[src/rtl/pber_pkg.sv]
package pber_pkg;

    // ****************************************************************
    // Register map (byte addresses, one word each)
    // ****************************************************************
    localparam logic [7:0] ADDR_CTRL      = 8'h00;
    localparam logic [7:0] ADDR_STATUS    = 8'h04;
    localparam logic [7:0] ADDR_EVT_CFG   = 8'h08;
    localparam logic [7:0] ADDR_CNT_START = 8'h0c;
    localparam logic [7:0] ADDR_CNT_TRIP  = 8'h10;
    localparam logic [7:0] ADDR_CNT_BLK   = 8'h14;
    localparam logic [7:0] ADDR_IRQ_STAT  = 8'h18;
    localparam logic [7:0] ADDR_IRQ_EN    = 8'h1c;
    localparam logic [7:0] ADDR_IRQ_CLR   = 8'h20;
    localparam logic [7:0] ADDR_REC_SEL   = 8'h24;
    localparam logic [7:0] ADDR_REC_META  = 8'h28;
    localparam logic [7:0] ADDR_REC_TIME  = 8'h2c;
    localparam logic [7:0] ADDR_REC_CUR   = 8'h30;
    localparam logic [7:0] ADDR_REC_VOLT  = 8'h34;
    localparam logic [7:0] ADDR_REC_COUNT = 8'h38;
    localparam logic [7:0] ADDR_REC_EXT   = 8'h3c;

    // ****************************************************************
    // Control register fields
    // ****************************************************************
    localparam int CTRL_FORCE_EN  = 0;
    localparam int CTRL_FORCE_LSB = 1;
    localparam int CTRL_CLR_START = 4;
    localparam int CTRL_CLR_TRIP  = 5;
    localparam int CTRL_CLR_BLK   = 6;

    // Event selection per event kind: 2 bits each, bit0 ON, bit1 OFF
    localparam logic [5:0] EVT_CFG_RESET = 6'h3f;

    localparam int REC_DEPTH = 12;
    localparam int CNT_W     = 16;
    localparam int MEAS_W    = 16;
    localparam int TS_W      = 32;

    localparam logic [1:0] HTRANS_NONSEQ = 2'h2;
    localparam logic [2:0] HSIZE_WORD    = 3'h2;

    typedef enum logic [1:0] {
        PBER_FORCE_NORMAL  = 2'h0,
        PBER_FORCE_START   = 2'h1,
        PBER_FORCE_TRIP    = 2'h2,
        PBER_FORCE_BLOCKED = 2'h3
    } pber_force_t;

    // Event codes: kind*2 + off flag
    typedef enum logic [2:0] {
        PBER_EV_START_ON  = 3'h0,
        PBER_EV_START_OFF = 3'h1,
        PBER_EV_TRIP_ON   = 3'h2,
        PBER_EV_TRIP_OFF  = 3'h3,
        PBER_EV_BLOCK_ON  = 3'h4,
        PBER_EV_BLOCK_OFF = 3'h5
    } pber_event_t;

    typedef struct packed {
        logic [MEAS_W-1:0] il1;
        logic [MEAS_W-1:0] il2;
        logic [MEAS_W-1:0] il3;
        logic [MEAS_W-1:0] u12;
        logic [MEAS_W-1:0] u23;
        logic [MEAS_W-1:0] u31;
        logic [2:0]        set_group;
    } pber_meas_t;

    typedef struct packed {
        logic [TS_W-1:0] stamp;
        pber_event_t     ev;
        pber_meas_t      meas;
    } pber_record_t;

    typedef struct packed {
        logic        valid;
        logic [2:0]  code;
        logic [TS_W-1:0] stamp;
    } pber_evt_msg_t;

endpackage

[src/rtl/pber_core.sv]
`timescale 1ns/10ps

module pber_core #(
    parameter int CNT_W = pber_pkg::CNT_W
) (
    input  wire logic               core_clk,
    input  wire logic               rst_n,
    input  wire logic               cycle_en,
    input  wire logic               block_in,
    input  wire logic               pickup_in,
    input  wire logic               over_current_in,
    input  wire logic [31:0]        time_in,
    input  wire pber_pkg::pber_meas_t meas_in,
    input  wire logic               hsel,
    input  wire logic [7:0]         haddr,
    input  wire logic [1:0]         htrans,
    input  wire logic               hwrite,
    input  wire logic [2:0]         hsize,
    input  wire logic [31:0]        hwdata,
    input  wire logic               hready,
    output logic [31:0]             hrdata,
    output logic                    hreadyout,
    output logic                    hresp,
    output logic                    start_out,
    output logic                    trip_out,
    output logic                    blocked_out,
    output pber_pkg::pber_evt_msg_t evt_out,
    output logic                    irq
);

    // ****************************************************************
    // State
    // ****************************************************************
    typedef struct packed {
        logic [1:0]       blk_sync;
        logic [1:0]       pu_sync;
        logic [1:0]       oc_sync;
        logic             blk_smp;
        logic             start;
        logic             trip;
        logic             blocked;
        logic [2:0]       out_prev;
        logic [5:0]       evt_pend;
        pber_pkg::pber_evt_msg_t evt;
        logic [2:0]       rec_pend;
        logic [CNT_W-1:0] cnt_start;
        logic [CNT_W-1:0] cnt_trip;
        logic [CNT_W-1:0] cnt_blk;
        logic [3:0]       wr_ptr;
        logic [3:0]       rec_cnt;
        logic [3:0]       rec_sel;
        logic [7:0]       ctrl;
        logic [5:0]       evt_cfg;
        logic [5:0]       irq_stat;
        logic [5:0]       irq_en;
        logic             dp_act;
        logic             dp_wr;
        logic [7:0]       dp_addr;
        logic [31:0]      rdata;
        logic             irq;
    } pber_state_t;

    pber_state_t          s_q;
    pber_state_t          s_d;
    pber_pkg::pber_record_t rec_mem [pber_pkg::REC_DEPTH];
    logic                 rec_we;
    pber_pkg::pber_record_t rec_wdata;

    localparam logic [3:0] REC_LAST = 4'(pber_pkg::REC_DEPTH - 1);
    localparam logic [3:0] REC_FULL = 4'(pber_pkg::REC_DEPTH);
    localparam logic [CNT_W-1:0] CNT_MAX = '1;

    function automatic logic [CNT_W-1:0] sat_inc(
        input logic [CNT_W-1:0] v,
        input logic             inc,
        input logic             clr
    );
        // Clear wins over a count that lands in the same cycle
        return clr ? '0 : (inc && v != CNT_MAX) ? v + 1'b1 : v;
    endfunction

    // ****************************************************************
    // Next state
    // ****************************************************************
    always_comb begin
        logic        blk, pu, oc, st, tr, bl;
        logic [2:0]  now, rise, fall, pick;
        logic [5:0]  chg, ev_bits;
        logic        clr_st, clr_tr, clr_bl;
        logic [31:0] rd;
        pber_pkg::pber_force_t fst;
        s_d      = s_q;
        rec_we   = 1'b0;
        rec_wdata = '0;
        clr_st   = 1'b0;
        clr_tr   = 1'b0;
        clr_bl   = 1'b0;
        blk = s_q.blk_smp;
        pu  = s_q.pu_sync[1];
        oc  = s_q.oc_sync[1];
        st  = s_q.start;
        tr  = s_q.trip;
        bl  = s_q.blocked;
        rise = '0;
        fall = '0;
        chg  = '0;
        ev_bits = '0;
        pick = '0;
        now  = s_q.out_prev;
        rd   = '0;
        fst  = pber_pkg::pber_force_t'(
            s_q.ctrl[pber_pkg::CTRL_FORCE_LSB +: 2]);
        // Two-stage synchronisers on the pins
        s_d.blk_sync = {s_q.blk_sync[0], block_in};
        s_d.pu_sync  = {s_q.pu_sync[0], pickup_in};
        s_d.oc_sync  = {s_q.oc_sync[0], over_current_in};
        s_d.evt.valid = 1'b0;
        if (cycle_en) begin
            // Block is latched first so this cycle's decision uses it
            blk = s_q.blk_sync[1];
            s_d.blk_smp = blk;
            if (pu && blk) begin
                bl = 1'b1;
                st = 1'b0;
                tr = 1'b0;
            end else if (pu) begin
                bl = 1'b0;
                st = 1'b1;
                tr = tr | oc;
            end else begin
                st = 1'b0;
                tr = 1'b0;
                bl = 1'b0;
            end
            s_d.start   = st;
            s_d.trip    = tr;
            s_d.blocked = bl;
            now = {bl, tr, st};
            if (s_q.ctrl[pber_pkg::CTRL_FORCE_EN]) begin
                // Forced status overrides the computed one
                case (fst)
                    pber_pkg::PBER_FORCE_START:   now = 3'h1;
                    pber_pkg::PBER_FORCE_TRIP:    now = 3'h3;
                    pber_pkg::PBER_FORCE_BLOCKED: now = 3'h4;
                    default:                      now = 3'h0;
                endcase
            end
            rise = now & ~s_q.out_prev;
            fall = ~now & s_q.out_prev;
            s_d.out_prev = now;
            chg = {fall[2], rise[2], fall[1], rise[1], fall[0], rise[0]};
            // Pending events filtered by selection
            s_d.evt_pend = s_q.evt_pend
                | (chg & s_q.evt_cfg);
            s_d.rec_pend = s_q.rec_pend | rise;
        end
        // One event message per clock, lowest code first
        for (int i = 5; i >= 0; i--) begin
            if (s_q.evt_pend[i]) begin
                ev_bits = 6'(1) << i;
            end
        end
        if (ev_bits != '0) begin
            s_d.evt_pend = s_d.evt_pend & ~ev_bits;
            s_d.evt.valid = 1'b1;
            s_d.evt.stamp = time_in;
            for (int i = 0; i < 6; i++) begin
                if (ev_bits[i]) begin
                    s_d.evt.code = 3'(i);
                end
            end
        end
        // One record per clock into the circular store
        for (int i = 2; i >= 0; i--) begin
            if (s_q.rec_pend[i]) begin
                pick = 3'(1) << i;
            end
        end
        if (pick != '0) begin
            rec_we = 1'b1;
            s_d.rec_pend = s_d.rec_pend & ~pick;
            rec_wdata.stamp = time_in;
            rec_wdata.meas  = meas_in;
            rec_wdata.ev    = pick[0] ? pber_pkg::PBER_EV_START_ON :
                              pick[1] ? pber_pkg::PBER_EV_TRIP_ON :
                                        pber_pkg::PBER_EV_BLOCK_ON;
            s_d.wr_ptr = (s_q.wr_ptr == REC_LAST) ? 4'h0
                       : s_q.wr_ptr + 4'h1;
            if (s_q.rec_cnt != REC_FULL) begin
                s_d.rec_cnt = s_q.rec_cnt + 4'h1;
            end
        end
        // Register writes in the data phase
        s_d.ctrl[pber_pkg::CTRL_CLR_BLK:pber_pkg::CTRL_CLR_START] = 3'h0;
        if (s_q.dp_act && s_q.dp_wr) begin
            if (s_q.dp_addr == pber_pkg::ADDR_CTRL) begin
                s_d.ctrl = hwdata[7:0];
                clr_st = hwdata[pber_pkg::CTRL_CLR_START];
                clr_tr = hwdata[pber_pkg::CTRL_CLR_TRIP];
                clr_bl = hwdata[pber_pkg::CTRL_CLR_BLK];
            end else if (s_q.dp_addr == pber_pkg::ADDR_EVT_CFG) begin
                s_d.evt_cfg = hwdata[5:0];
            end else if (s_q.dp_addr == pber_pkg::ADDR_IRQ_EN) begin
                s_d.irq_en = hwdata[5:0];
            end else if (s_q.dp_addr == pber_pkg::ADDR_IRQ_CLR) begin
                s_d.irq_stat = s_q.irq_stat & ~hwdata[5:0];
            end else if (s_q.dp_addr == pber_pkg::ADDR_REC_SEL) begin
                s_d.rec_sel = hwdata[3:0];
            end
        end
        // Sticky status: new events win over a clear in the same cycle
        s_d.irq_stat = s_d.irq_stat | chg;
        s_d.irq = |(s_d.irq_stat & s_d.irq_en);
        s_d.cnt_start = sat_inc(s_q.cnt_start, rise[0], clr_st);
        s_d.cnt_trip  = sat_inc(s_q.cnt_trip, rise[1], clr_tr);
        s_d.cnt_blk   = sat_inc(s_q.cnt_blk, rise[2], clr_bl);
        // Address phase; read data prepared for the data phase
        s_d.dp_act = 1'b0;
        if (hready) begin
            s_d.dp_act  = hsel && htrans == pber_pkg::HTRANS_NONSEQ
                        && hsize == pber_pkg::HSIZE_WORD;
            s_d.dp_wr   = hwrite;
            s_d.dp_addr = haddr;
            if (haddr == pber_pkg::ADDR_CTRL) begin
                rd = {24'h0, s_q.ctrl};
            end else if (haddr == pber_pkg::ADDR_STATUS) begin
                rd = {29'h0, s_q.out_prev};
            end else if (haddr == pber_pkg::ADDR_EVT_CFG) begin
                rd = {26'h0, s_q.evt_cfg};
            end else if (haddr == pber_pkg::ADDR_CNT_START) begin
                rd = 32'(s_q.cnt_start);
            end else if (haddr == pber_pkg::ADDR_CNT_TRIP) begin
                rd = 32'(s_q.cnt_trip);
            end else if (haddr == pber_pkg::ADDR_CNT_BLK) begin
                rd = 32'(s_q.cnt_blk);
            end else if (haddr == pber_pkg::ADDR_IRQ_STAT) begin
                rd = {26'h0, s_q.irq_stat};
            end else if (haddr == pber_pkg::ADDR_IRQ_EN) begin
                rd = {26'h0, s_q.irq_en};
            end else if (haddr == pber_pkg::ADDR_REC_SEL) begin
                rd = {28'h0, s_q.rec_sel};
            end else if (haddr == pber_pkg::ADDR_REC_COUNT) begin
                rd = {24'h0, s_q.wr_ptr, s_q.rec_cnt};
            end else if (s_q.rec_sel < REC_FULL) begin
                if (haddr == pber_pkg::ADDR_REC_META) begin
                    rd = {26'h0, rec_mem[s_q.rec_sel].meas.set_group,
                          rec_mem[s_q.rec_sel].ev};
                end else if (haddr == pber_pkg::ADDR_REC_TIME) begin
                    rd = rec_mem[s_q.rec_sel].stamp;
                end else if (haddr == pber_pkg::ADDR_REC_CUR) begin
                    rd = {rec_mem[s_q.rec_sel].meas.il2,
                          rec_mem[s_q.rec_sel].meas.il1};
                end else if (haddr == pber_pkg::ADDR_REC_VOLT) begin
                    rd = {rec_mem[s_q.rec_sel].meas.u23,
                          rec_mem[s_q.rec_sel].meas.u12};
                end else if (haddr == pber_pkg::ADDR_REC_EXT) begin
                    rd = {rec_mem[s_q.rec_sel].meas.u31,
                          rec_mem[s_q.rec_sel].meas.il3};
                end
            end
            s_d.rdata = rd;
        end
    end

    // ****************************************************************
    // Registers
    // ****************************************************************
    always_ff @(posedge core_clk or negedge rst_n) begin
        if (!rst_n) begin
            s_q         <= '0;
            s_q.evt_cfg <= pber_pkg::EVT_CFG_RESET;
        end else begin
            s_q <= s_d;
        end
    end

    // Record store has no reset; rec_cnt tells which entries are valid
    always_ff @(posedge core_clk) begin
        if (rec_we) begin
            rec_mem[s_q.wr_ptr] <= rec_wdata;
        end
    end

    // Outputs drive I/O and user logic directly
    assign start_out   = s_q.out_prev[0];
    assign trip_out    = s_q.out_prev[1];
    assign blocked_out = s_q.out_prev[2];
    assign evt_out     = s_q.evt;
    assign irq         = s_q.irq;
    assign hrdata      = s_q.rdata;
    assign hreadyout   = 1'b1;
    assign hresp       = 1'b0;

    // ****************************************************************
    // Assertions
    // ****************************************************************
    property p_block_wins;
        @(posedge core_clk) disable iff (!rst_n)
        (cycle_en && s_q.blk_sync[1] && s_q.pu_sync[1]
         && !s_q.ctrl[pber_pkg::CTRL_FORCE_EN])
        |=> (blocked_out && !start_out && !trip_out);
    endproperty
    a_block_wins: assert property (p_block_wins)
        else $error("blocked pick-up did not block");

    property p_start_free;
        @(posedge core_clk) disable iff (!rst_n)
        (cycle_en && !s_q.blk_sync[1] && s_q.pu_sync[1]
         && !s_q.ctrl[pber_pkg::CTRL_FORCE_EN]) |=> start_out;
    endproperty
    a_start_free: assert property (p_start_free)
        else $error("free pick-up did not start");

    property p_trip_oc;
        @(posedge core_clk) disable iff (!rst_n)
        (cycle_en && s_q.pu_sync[1] && s_q.oc_sync[1] && !s_q.blk_sync[1]
         && !s_q.ctrl[pber_pkg::CTRL_FORCE_EN]) |=> trip_out;
    endproperty
    a_trip_oc: assert property (p_trip_oc)
        else $error("over-current during start did not trip");

    property p_cnt_sat;
        @(posedge core_clk) disable iff (!rst_n)
        (s_q.cnt_start == CNT_MAX && !(s_q.dp_act && s_q.dp_wr
         && s_q.dp_addr == pber_pkg::ADDR_CTRL
         && hwdata[pber_pkg::CTRL_CLR_START]))
        |=> s_q.cnt_start == CNT_MAX;
    endproperty
    a_cnt_sat: assert property (p_cnt_sat)
        else $error("start counter wrapped");

    property p_rec_bound;
        @(posedge core_clk) disable iff (!rst_n)
        s_q.rec_cnt <= REC_FULL && s_q.wr_ptr <= REC_LAST;
    endproperty
    a_rec_bound: assert property (p_rec_bound)
        else $error("record store index out of range");

    property p_evt_stamp;
        @(posedge core_clk) disable iff (!rst_n)
        evt_out.valid |-> evt_out.stamp == $past(time_in);
    endproperty
    a_evt_stamp: assert property (p_evt_stamp)
        else $error("event time stamp wrong");

    c_start: cover property (@(posedge core_clk) $rose(start_out));
    c_block: cover property (@(posedge core_clk) $rose(blocked_out));
    c_wrap:  cover property (@(posedge core_clk)
        rec_we && s_q.wr_ptr == REC_LAST);

endmodule

[config.mk]
export PLATFORM = sky130hd
export DESIGN_NAME = pber_core
export DESIGN_NICKNAME = d
export VERILOG_FILES = /design/src/rtl/pber_pkg.sv /design/src/rtl/pber_core.sv
export SDC_FILE = /design/constraint.sdc
export NUM_CORES = 2
export LEC_CHECK = 0
export ABC_AREA = 0
export BUFFER_PORTS_ARGS = -buffer_cell sky130_fd_sc_hd__buf_4
export CELL_PAD_IN_SITES_DETAIL_PLACEMENT = 0
export CELL_PAD_IN_SITES_GLOBAL_PLACEMENT = 1
export CORE_MARGIN = 4
export CORE_UTILIZATION = 49
export DETAILED_ROUTE_END_ITERATION = 10
export GPL_TIMING_DRIVEN = 1
export PLACE_DENSITY = 0.79
export SYNTH_ARGS = -nofsm -noshare
export SYNTH_HDL_FRONTEND = slang
export SYNTH_SLANG_ARGS = --single-unit
[constraint.sdc]
create_clock -name core_clk -period 9.62 [get_ports core_clk]
set_input_delay 0.481 -clock core_clk [delete_from_list [all_inputs] [get_ports core_clk]]
set_output_delay 0.481 -clock core_clk [all_outputs]
set_load 0.02 [all_outputs]
# Word-level counts from Yosys, hierarchy flattened
# Memory sizes are Yosys's and may differ from the RTL's.
# Index checks and enable logic that the tools add are counted.
[word_totals] wordCells=173 ff_bits=184 ramBits=1608 memories=1
[mem_list] memory="rec_mem" depth=12 width=134 read_ports=1 rd_ports_with_merged_regs=0 write_ports=1 line="pber_core.sv:65" text="pber_pkg::pber_record_t rec_mem [pber_pkg::REC_DEPTH];"
[classes] bitwise_logic=20 magnitude_cmp=1 n_reduce_logical=19 addsub=5 eq_ne=28 muxes=73
[ops] operator="32-bit two-way mux" n=16
[ops] operator="134-bit two-way mux" n=1
[ops] operator="16-bit two-way mux" n=6
[ops] operator="42-bit two-way mux" n=2
[ops] operator="8-bit by 6-bit equality test with 1-bit output (second input constant)" n=9
[ops] operator="6-bit two-way mux" n=12
[ops] operator="16-bit by 1-bit adder with 16-bit output (second input constant)" n=3
[ops] operator="3-bit two-way mux" n=16
[ops] operator="16-bit inequality test (second input constant)" n=3
[ops] operator="8-bit by 5-bit equality test with 1-bit output (second input constant)" n=5
[ops] operator="25-bit two-way mux" n=1
[ops] operator="6-bit AND" n=4
[ops] operator="8-bit by 4-bit equality test with 1-bit output (second input constant)" n=3
[ops] operator="18-bit two-way mux" n=1
[ops] operator="8-bit logical NOT" n=2
[ops] operator="1-bit two-way mux" n=14
[ops] operator="12-bit two-way mux" n=1
[ops] operator="6-bit inverter" n=2
[ops] operator="6-bit bitwise OR" n=2
[ops] operator="3-bit AND" n=3
[ops] operator="3-bit inverter" n=3
[ops] operator="3-bit case mux with 3 select lines" n=1
[ops] operator="4-bit by 1-bit adder with 4-bit output (second input constant)" n=2
[ops] operator="8-bit by 3-bit equality test with 1-bit output (second input constant)" n=1
[ops] operator="19 further kinds" n=33

# Depth between registers and ports, before layout
[depth] ltp_word=18 depth_mapped=10 ltp_nobuf=8

# Least setup slack after synthesis
# No wires, ideal clock.
[synth_timing] kind="reg2reg" from="register s_q[129] (netlist name)" to="memory rec_mem[3][0] (netlist name), enable pin" path_slack_ns=-0.951 path_stages_with_launch=5 t_arrival_ns=9.780 setup_time_ns=0.791 period_less_slack_ns=10.571 required_ns=8.829 path_cell_list="dfrtp_1 -> or3_1 -> clkbuf_1 -> nand2_1 -> nor3_1"
[synth_via] elab_chain_len=5
[synth_rtl] item="start, declared" line="pber_core.sv:63" text="pber_state_t s_q;"
[synth_rtl] item="3-bit two-way mux" line="pber_core.sv:175" text="if (s_q.rec_pend[i]) begin"
[synth_rtl] item="3-bit nonzero test" line="pber_core.sv:179" text="if (pick != '0) begin"
[synth_rtl] item="1-bit two-way mux" line="pber_core.sv:179"
[synth_rtl] item="1-bit two-way mux" line="pber_core.sv:279" text="if (rec_we) begin"
[synth_rtl] item="1-bit two-way mux (not written as such)" line="pber_core.sv:280" text="rec_mem[s_q.wr_ptr] <= rec_wdata;"
[synth_rtl] item="end, declared" line="pber_core.sv:65"
# Every way passes these cells.

# Worst setup path after layout
[layout_timing] from="register s_q[70] (netlist name)" to="register s_q (netlist bit hrdata[6])"
[layout_via] elab_chain_len=17 elab_cells_between_ends=18 cone_classes="order compare: 1; mux: 16; memory: 1"
[layout_rtl] item="memory read 12 x 134 bit"
[layout_rtl] item="32-bit two-way mux" line="pber_core.sv:256" text="end else if (haddr == pber_pkg::ADDR_REC_EXT) begin"
[layout_rtl] item="32-bit two-way mux" line="pber_core.sv:253" text="end else if (haddr == pber_pkg::ADDR_REC_VOLT) begin"
[layout_rtl] item="32-bit two-way mux" line="pber_core.sv:250" text="end else if (haddr == pber_pkg::ADDR_REC_CUR) begin"
[layout_rtl] item="32-bit two-way mux" line="pber_core.sv:248" text="end else if (haddr == pber_pkg::ADDR_REC_TIME) begin"
[layout_rtl] item="32-bit two-way mux" line="pber_core.sv:245" text="if (haddr == pber_pkg::ADDR_REC_META) begin"
[layout_rtl] item="32-bit two-way mux (*)" line="pber_core.sv:244" text="end else if (s_q.rec_sel < REC_FULL) begin"
[layout_rtl] item="32-bit two-way mux (*)" line="pber_core.sv:242" text="end else if (haddr == pber_pkg::ADDR_REC_COUNT) begin"
[layout_rtl] item="32-bit two-way mux (*)" line="pber_core.sv:240" text="end else if (haddr == pber_pkg::ADDR_REC_SEL) begin"
[layout_rtl] item="32-bit two-way mux (*)" line="pber_core.sv:238" text="end else if (haddr == pber_pkg::ADDR_IRQ_EN) begin"
[layout_rtl] item="32-bit two-way mux (*)" line="pber_core.sv:236" text="end else if (haddr == pber_pkg::ADDR_IRQ_STAT) begin"
[layout_rtl] item="32-bit two-way mux (*)" line="pber_core.sv:234" text="end else if (haddr == pber_pkg::ADDR_CNT_BLK) begin"
[layout_rtl] item="32-bit two-way mux (*)" line="pber_core.sv:232" text="end else if (haddr == pber_pkg::ADDR_CNT_TRIP) begin"
[layout_rtl] item="32-bit two-way mux (*)" line="pber_core.sv:230" text="end else if (haddr == pber_pkg::ADDR_CNT_START) begin"
[layout_rtl] item="32-bit two-way mux (*)" line="pber_core.sv:228" text="end else if (haddr == pber_pkg::ADDR_EVT_CFG) begin"
[layout_rtl] item="32-bit two-way mux (*)" line="pber_core.sv:226" text="end else if (haddr == pber_pkg::ADDR_STATUS) begin"
[layout_rtl] item="32-bit two-way mux (*)" line="pber_core.sv:224" text="if (haddr == pber_pkg::ADDR_CTRL) begin"
# Mark *: on every way between the ends. The rest lies on a longest branch, timed or not.
# A chain may end at the register's enable or synchronous reset.

==> reports/metrics.cfg <==
[grt]
first_global_vias=37100
overflow=0
antenna_found_initial=9
grt_first_pass_wirelength_mm=251
grt_max_degree=135
track_usage=0.226

[critical_path]
criticalPathCategory=flop to flop
endpoint_kind=flop
r2r_cells=8
required_ns=10.38
start_kind=flop
critPathArrivalTime_ns=5.14
path_max_fanout=59

[timing]
relSlewSlack=0.0582
skew_ns=0.0432
hold_violations=0
tns_ns=0
tightest_slew_ns=1.41
slew_violations=0
fmax_mhz=228
period_minus_slack_ns=4.38
period_share=0.455
setup_violations=0
rsz0062_at_grt=false

[cts]
clk_latency_ns=0.83
clockBufferDepth=3
post_cts_resize_count=0
clock-sinks=1780
cts-root-buf=clkbuf_16
cts.clk_slew.worst_paths_ns=0.06
cts_setup_buffers=0
cts-buffers-inserted=179
ctsHtreeMaxLevel=4
tritoncts=built

[synth]
synth_cell_types=95
ys.warnings.count=0
ys_ff_latch=1780
synth_top_area_share=0.672
synthFlopType=edfxtp_1
synth_area_leaders=edfxtp_1, mux4_2, dfrtp_1
synth_edf_count=1596
synth_nets=3836
syn-mean-instance-area_um2=19.6
seq_area_frac_synth=0.737
netlist_instances=3640
synthesis.area_mm2=0.0713
synthArstFlopShare=0.103
synthTopCellsByCount=edfxtp_1, mux4_2, dfrtp_1
yosysMostFrequentCell=edfxtp_1
yosysTopAreaCell=edfxtp_1

[pwr]
ir_drop_v=0.000165
clockPowerShare=0.362
intPower_mw=14.1
p_sw_mw=4.62
power_leakage_nw=27.2
finalPower_mw=18.8
power_per_cell_area_mw_per_mm2=233
p_comb_frac=0.116
netSwitchingFraction=0.246
p_seq_frac=0.522

[layout]
antenna_cells=0
synthToLayoutAreaGrowth_pct=13.2
multiInputGateArea_mm2=0.0171
finalNetCount=4091
final_util=0.560
fillCellCount=10700
drive_gt1_frac=0.263
ff_latch_area_mm2=0.0526

[route]
via_count=36300
wl_mm=171
first_pass_iters=7
drt_iter0_markers=4163
wire_per_inst_um=28.8
drc=0
drtAntennaViolNets=0
via_per_inst=6.12

[hold_path]
whs_path_depth=2
hold_class=input pin to flop

[floorplan]
dieArea_mm2=0.152
die_h_um=389
pin_count=259
core_mm2=0.144
start_util=0.495
fp.dieW_um=389
rows=139

[place]
io_buffers=232
gp_congestion=0.883
post-dp-hpwl_mm=92.2

[run]
max-cap-violations=0

[status]
status=finished clean

-- cell usage in the layout (no fill, tap or decap), types with 12 or more instances in the layout --
master	instances
a211oi_1	53
a21oi_1	38
a221oi_1	15
a22o_1	22
a22oi_1	18
a31oi_1	30
and2_1	142
and3_1	12
buf_4	285
clkbuf_1	55
clkbuf_16	182
clkbuf_8	12
clkinv_1	25
clkinv_2	23
dfrtp_1	174
dlygate4sd3_1	53
edfxtp_1	1596
inv_1	17
mux2_2	63
mux2i_1	115
mux4_2	398
nand2_1	102
nand3_1	26
nand4_1	23
nor2_1	147
nor3_1	26
nor4_1	19
o21ai_0	38
o21ai_1	13
o22ai_1	24
or3_1	12
xnor2_1	20
xor2_1	17
-- power groups by stage --
stage                     Combinational [mW]  Clock [mW]  Sequential (mW)
after global routing                    2.35        7.24             9.84
after floorplan                         1.43           0             9.90
after detailed placement                2.18           0             9.95
after CTS                               2.20        6.90             9.80
final                                   2.18        6.79             9.80
after global placement                  2.12           0             9.91
-- metrics by stage --
step	hold WS [ns]	instances	cell area, um^2	setup WS (ns)
CTS	0.0127	5942	80700	5.19
floorplan	0.185	3640	71300	3.17
detailed placement	0.336	5564	74400	5.24
global placement	0.336	5564	74400	5.26
global route	0.0646	5942	80700	4.99
finish	0.0799	5942	80700	5.24
-- timing repair --
item	in CTS	in global routing
setup endpoints to repair	0	0
hold buffers	53	0
hold endpoints to repair	136	0
-- cells by family (layout without fill, tap and decap cells) --
kind of cell,count (synthesis),count (layout),share of synthesized area
DFF,1780,1780,0.737
and+or+nand+nor,588,588,0.0442
muxes,577,577,0.152
AOI/OAI and AO/OA,352,352,0.0361
adders and majority gates,11,11,0.00193
xor gates and xnor gates,37,37,0.00455
other,2,2,0.000105
buffers and inverters,293,692,0.0243
-- worst max-delay path, cell delays in order, from the launching register on --
cell	delay, ns
dfrtp_4	0.77
buf_4	0.76
buf_4	0.82
mux4_2	0.35
nand2_1	0.06
o21ai_0	0.18
a21oi_1	0.14
a21boi_0	0.82
o221a_2	0.34
-- sequential cells by signal, indices dropped and copies added, names as in the netlist --
| name | cells |
|---|---|
| irq | 1 |
| hrdata | 32 |
| trip_out | 1 |
| s_q | 109 |
| blocked_out | 1 |
| s_d | 3 |
| evt_out | 36 |
| start_out | 1 |
| rec_mem | 1596 |
-- layout make-up --
type,count,share of cell area
Multi-Input combinational cell,1567,0.212
Timing Repair Buffer,345,0.0348
Sequential cell,1780,0.651
Inverter,22,0.00115
Tap cell,1903,0.0295
Clock buffer,249,0.0611
Clock inverter,76,0.0101
-- routing by layer --
metal | vias up | track usage | share of wire
met5 | - | 0 | 0.00016
li1 | 15300 | - | -
met4 | 4 | 0.0615 | 0.023
met1 | 19200 | 0.315 | 0.40
met3 | 260 | 0.0532 | 0.089
met2 | 1628 | 0.363 | 0.49
-- final timing paths --
path	to	startpoint	slack (ns)
hold / removal	s_q[34]$_DFFE_PN0P_	haddr[1]	0.08
setup / recovery	hrdata[6]$_DFFE_PN0P_	s_q[70]$_DFFE_PN0P_	5.24
max in group asynchronous	evt_out[16]$_DFFE_PN0N_	rst_n	7.10
setup reg to reg	hrdata[6]$_DFFE_PN0P_	s_q[70]$_DFFE_PN0P_	5.24
min in group asynchronous	s_q[170]$_DFF_PN0_	rst_n	0.30
hold reg to reg	s_q[184]$_DFF_PN0_	s_d[184]$_DFF_PN0_	0.35
Note: power is estimated with default switching activity, not from simulation.
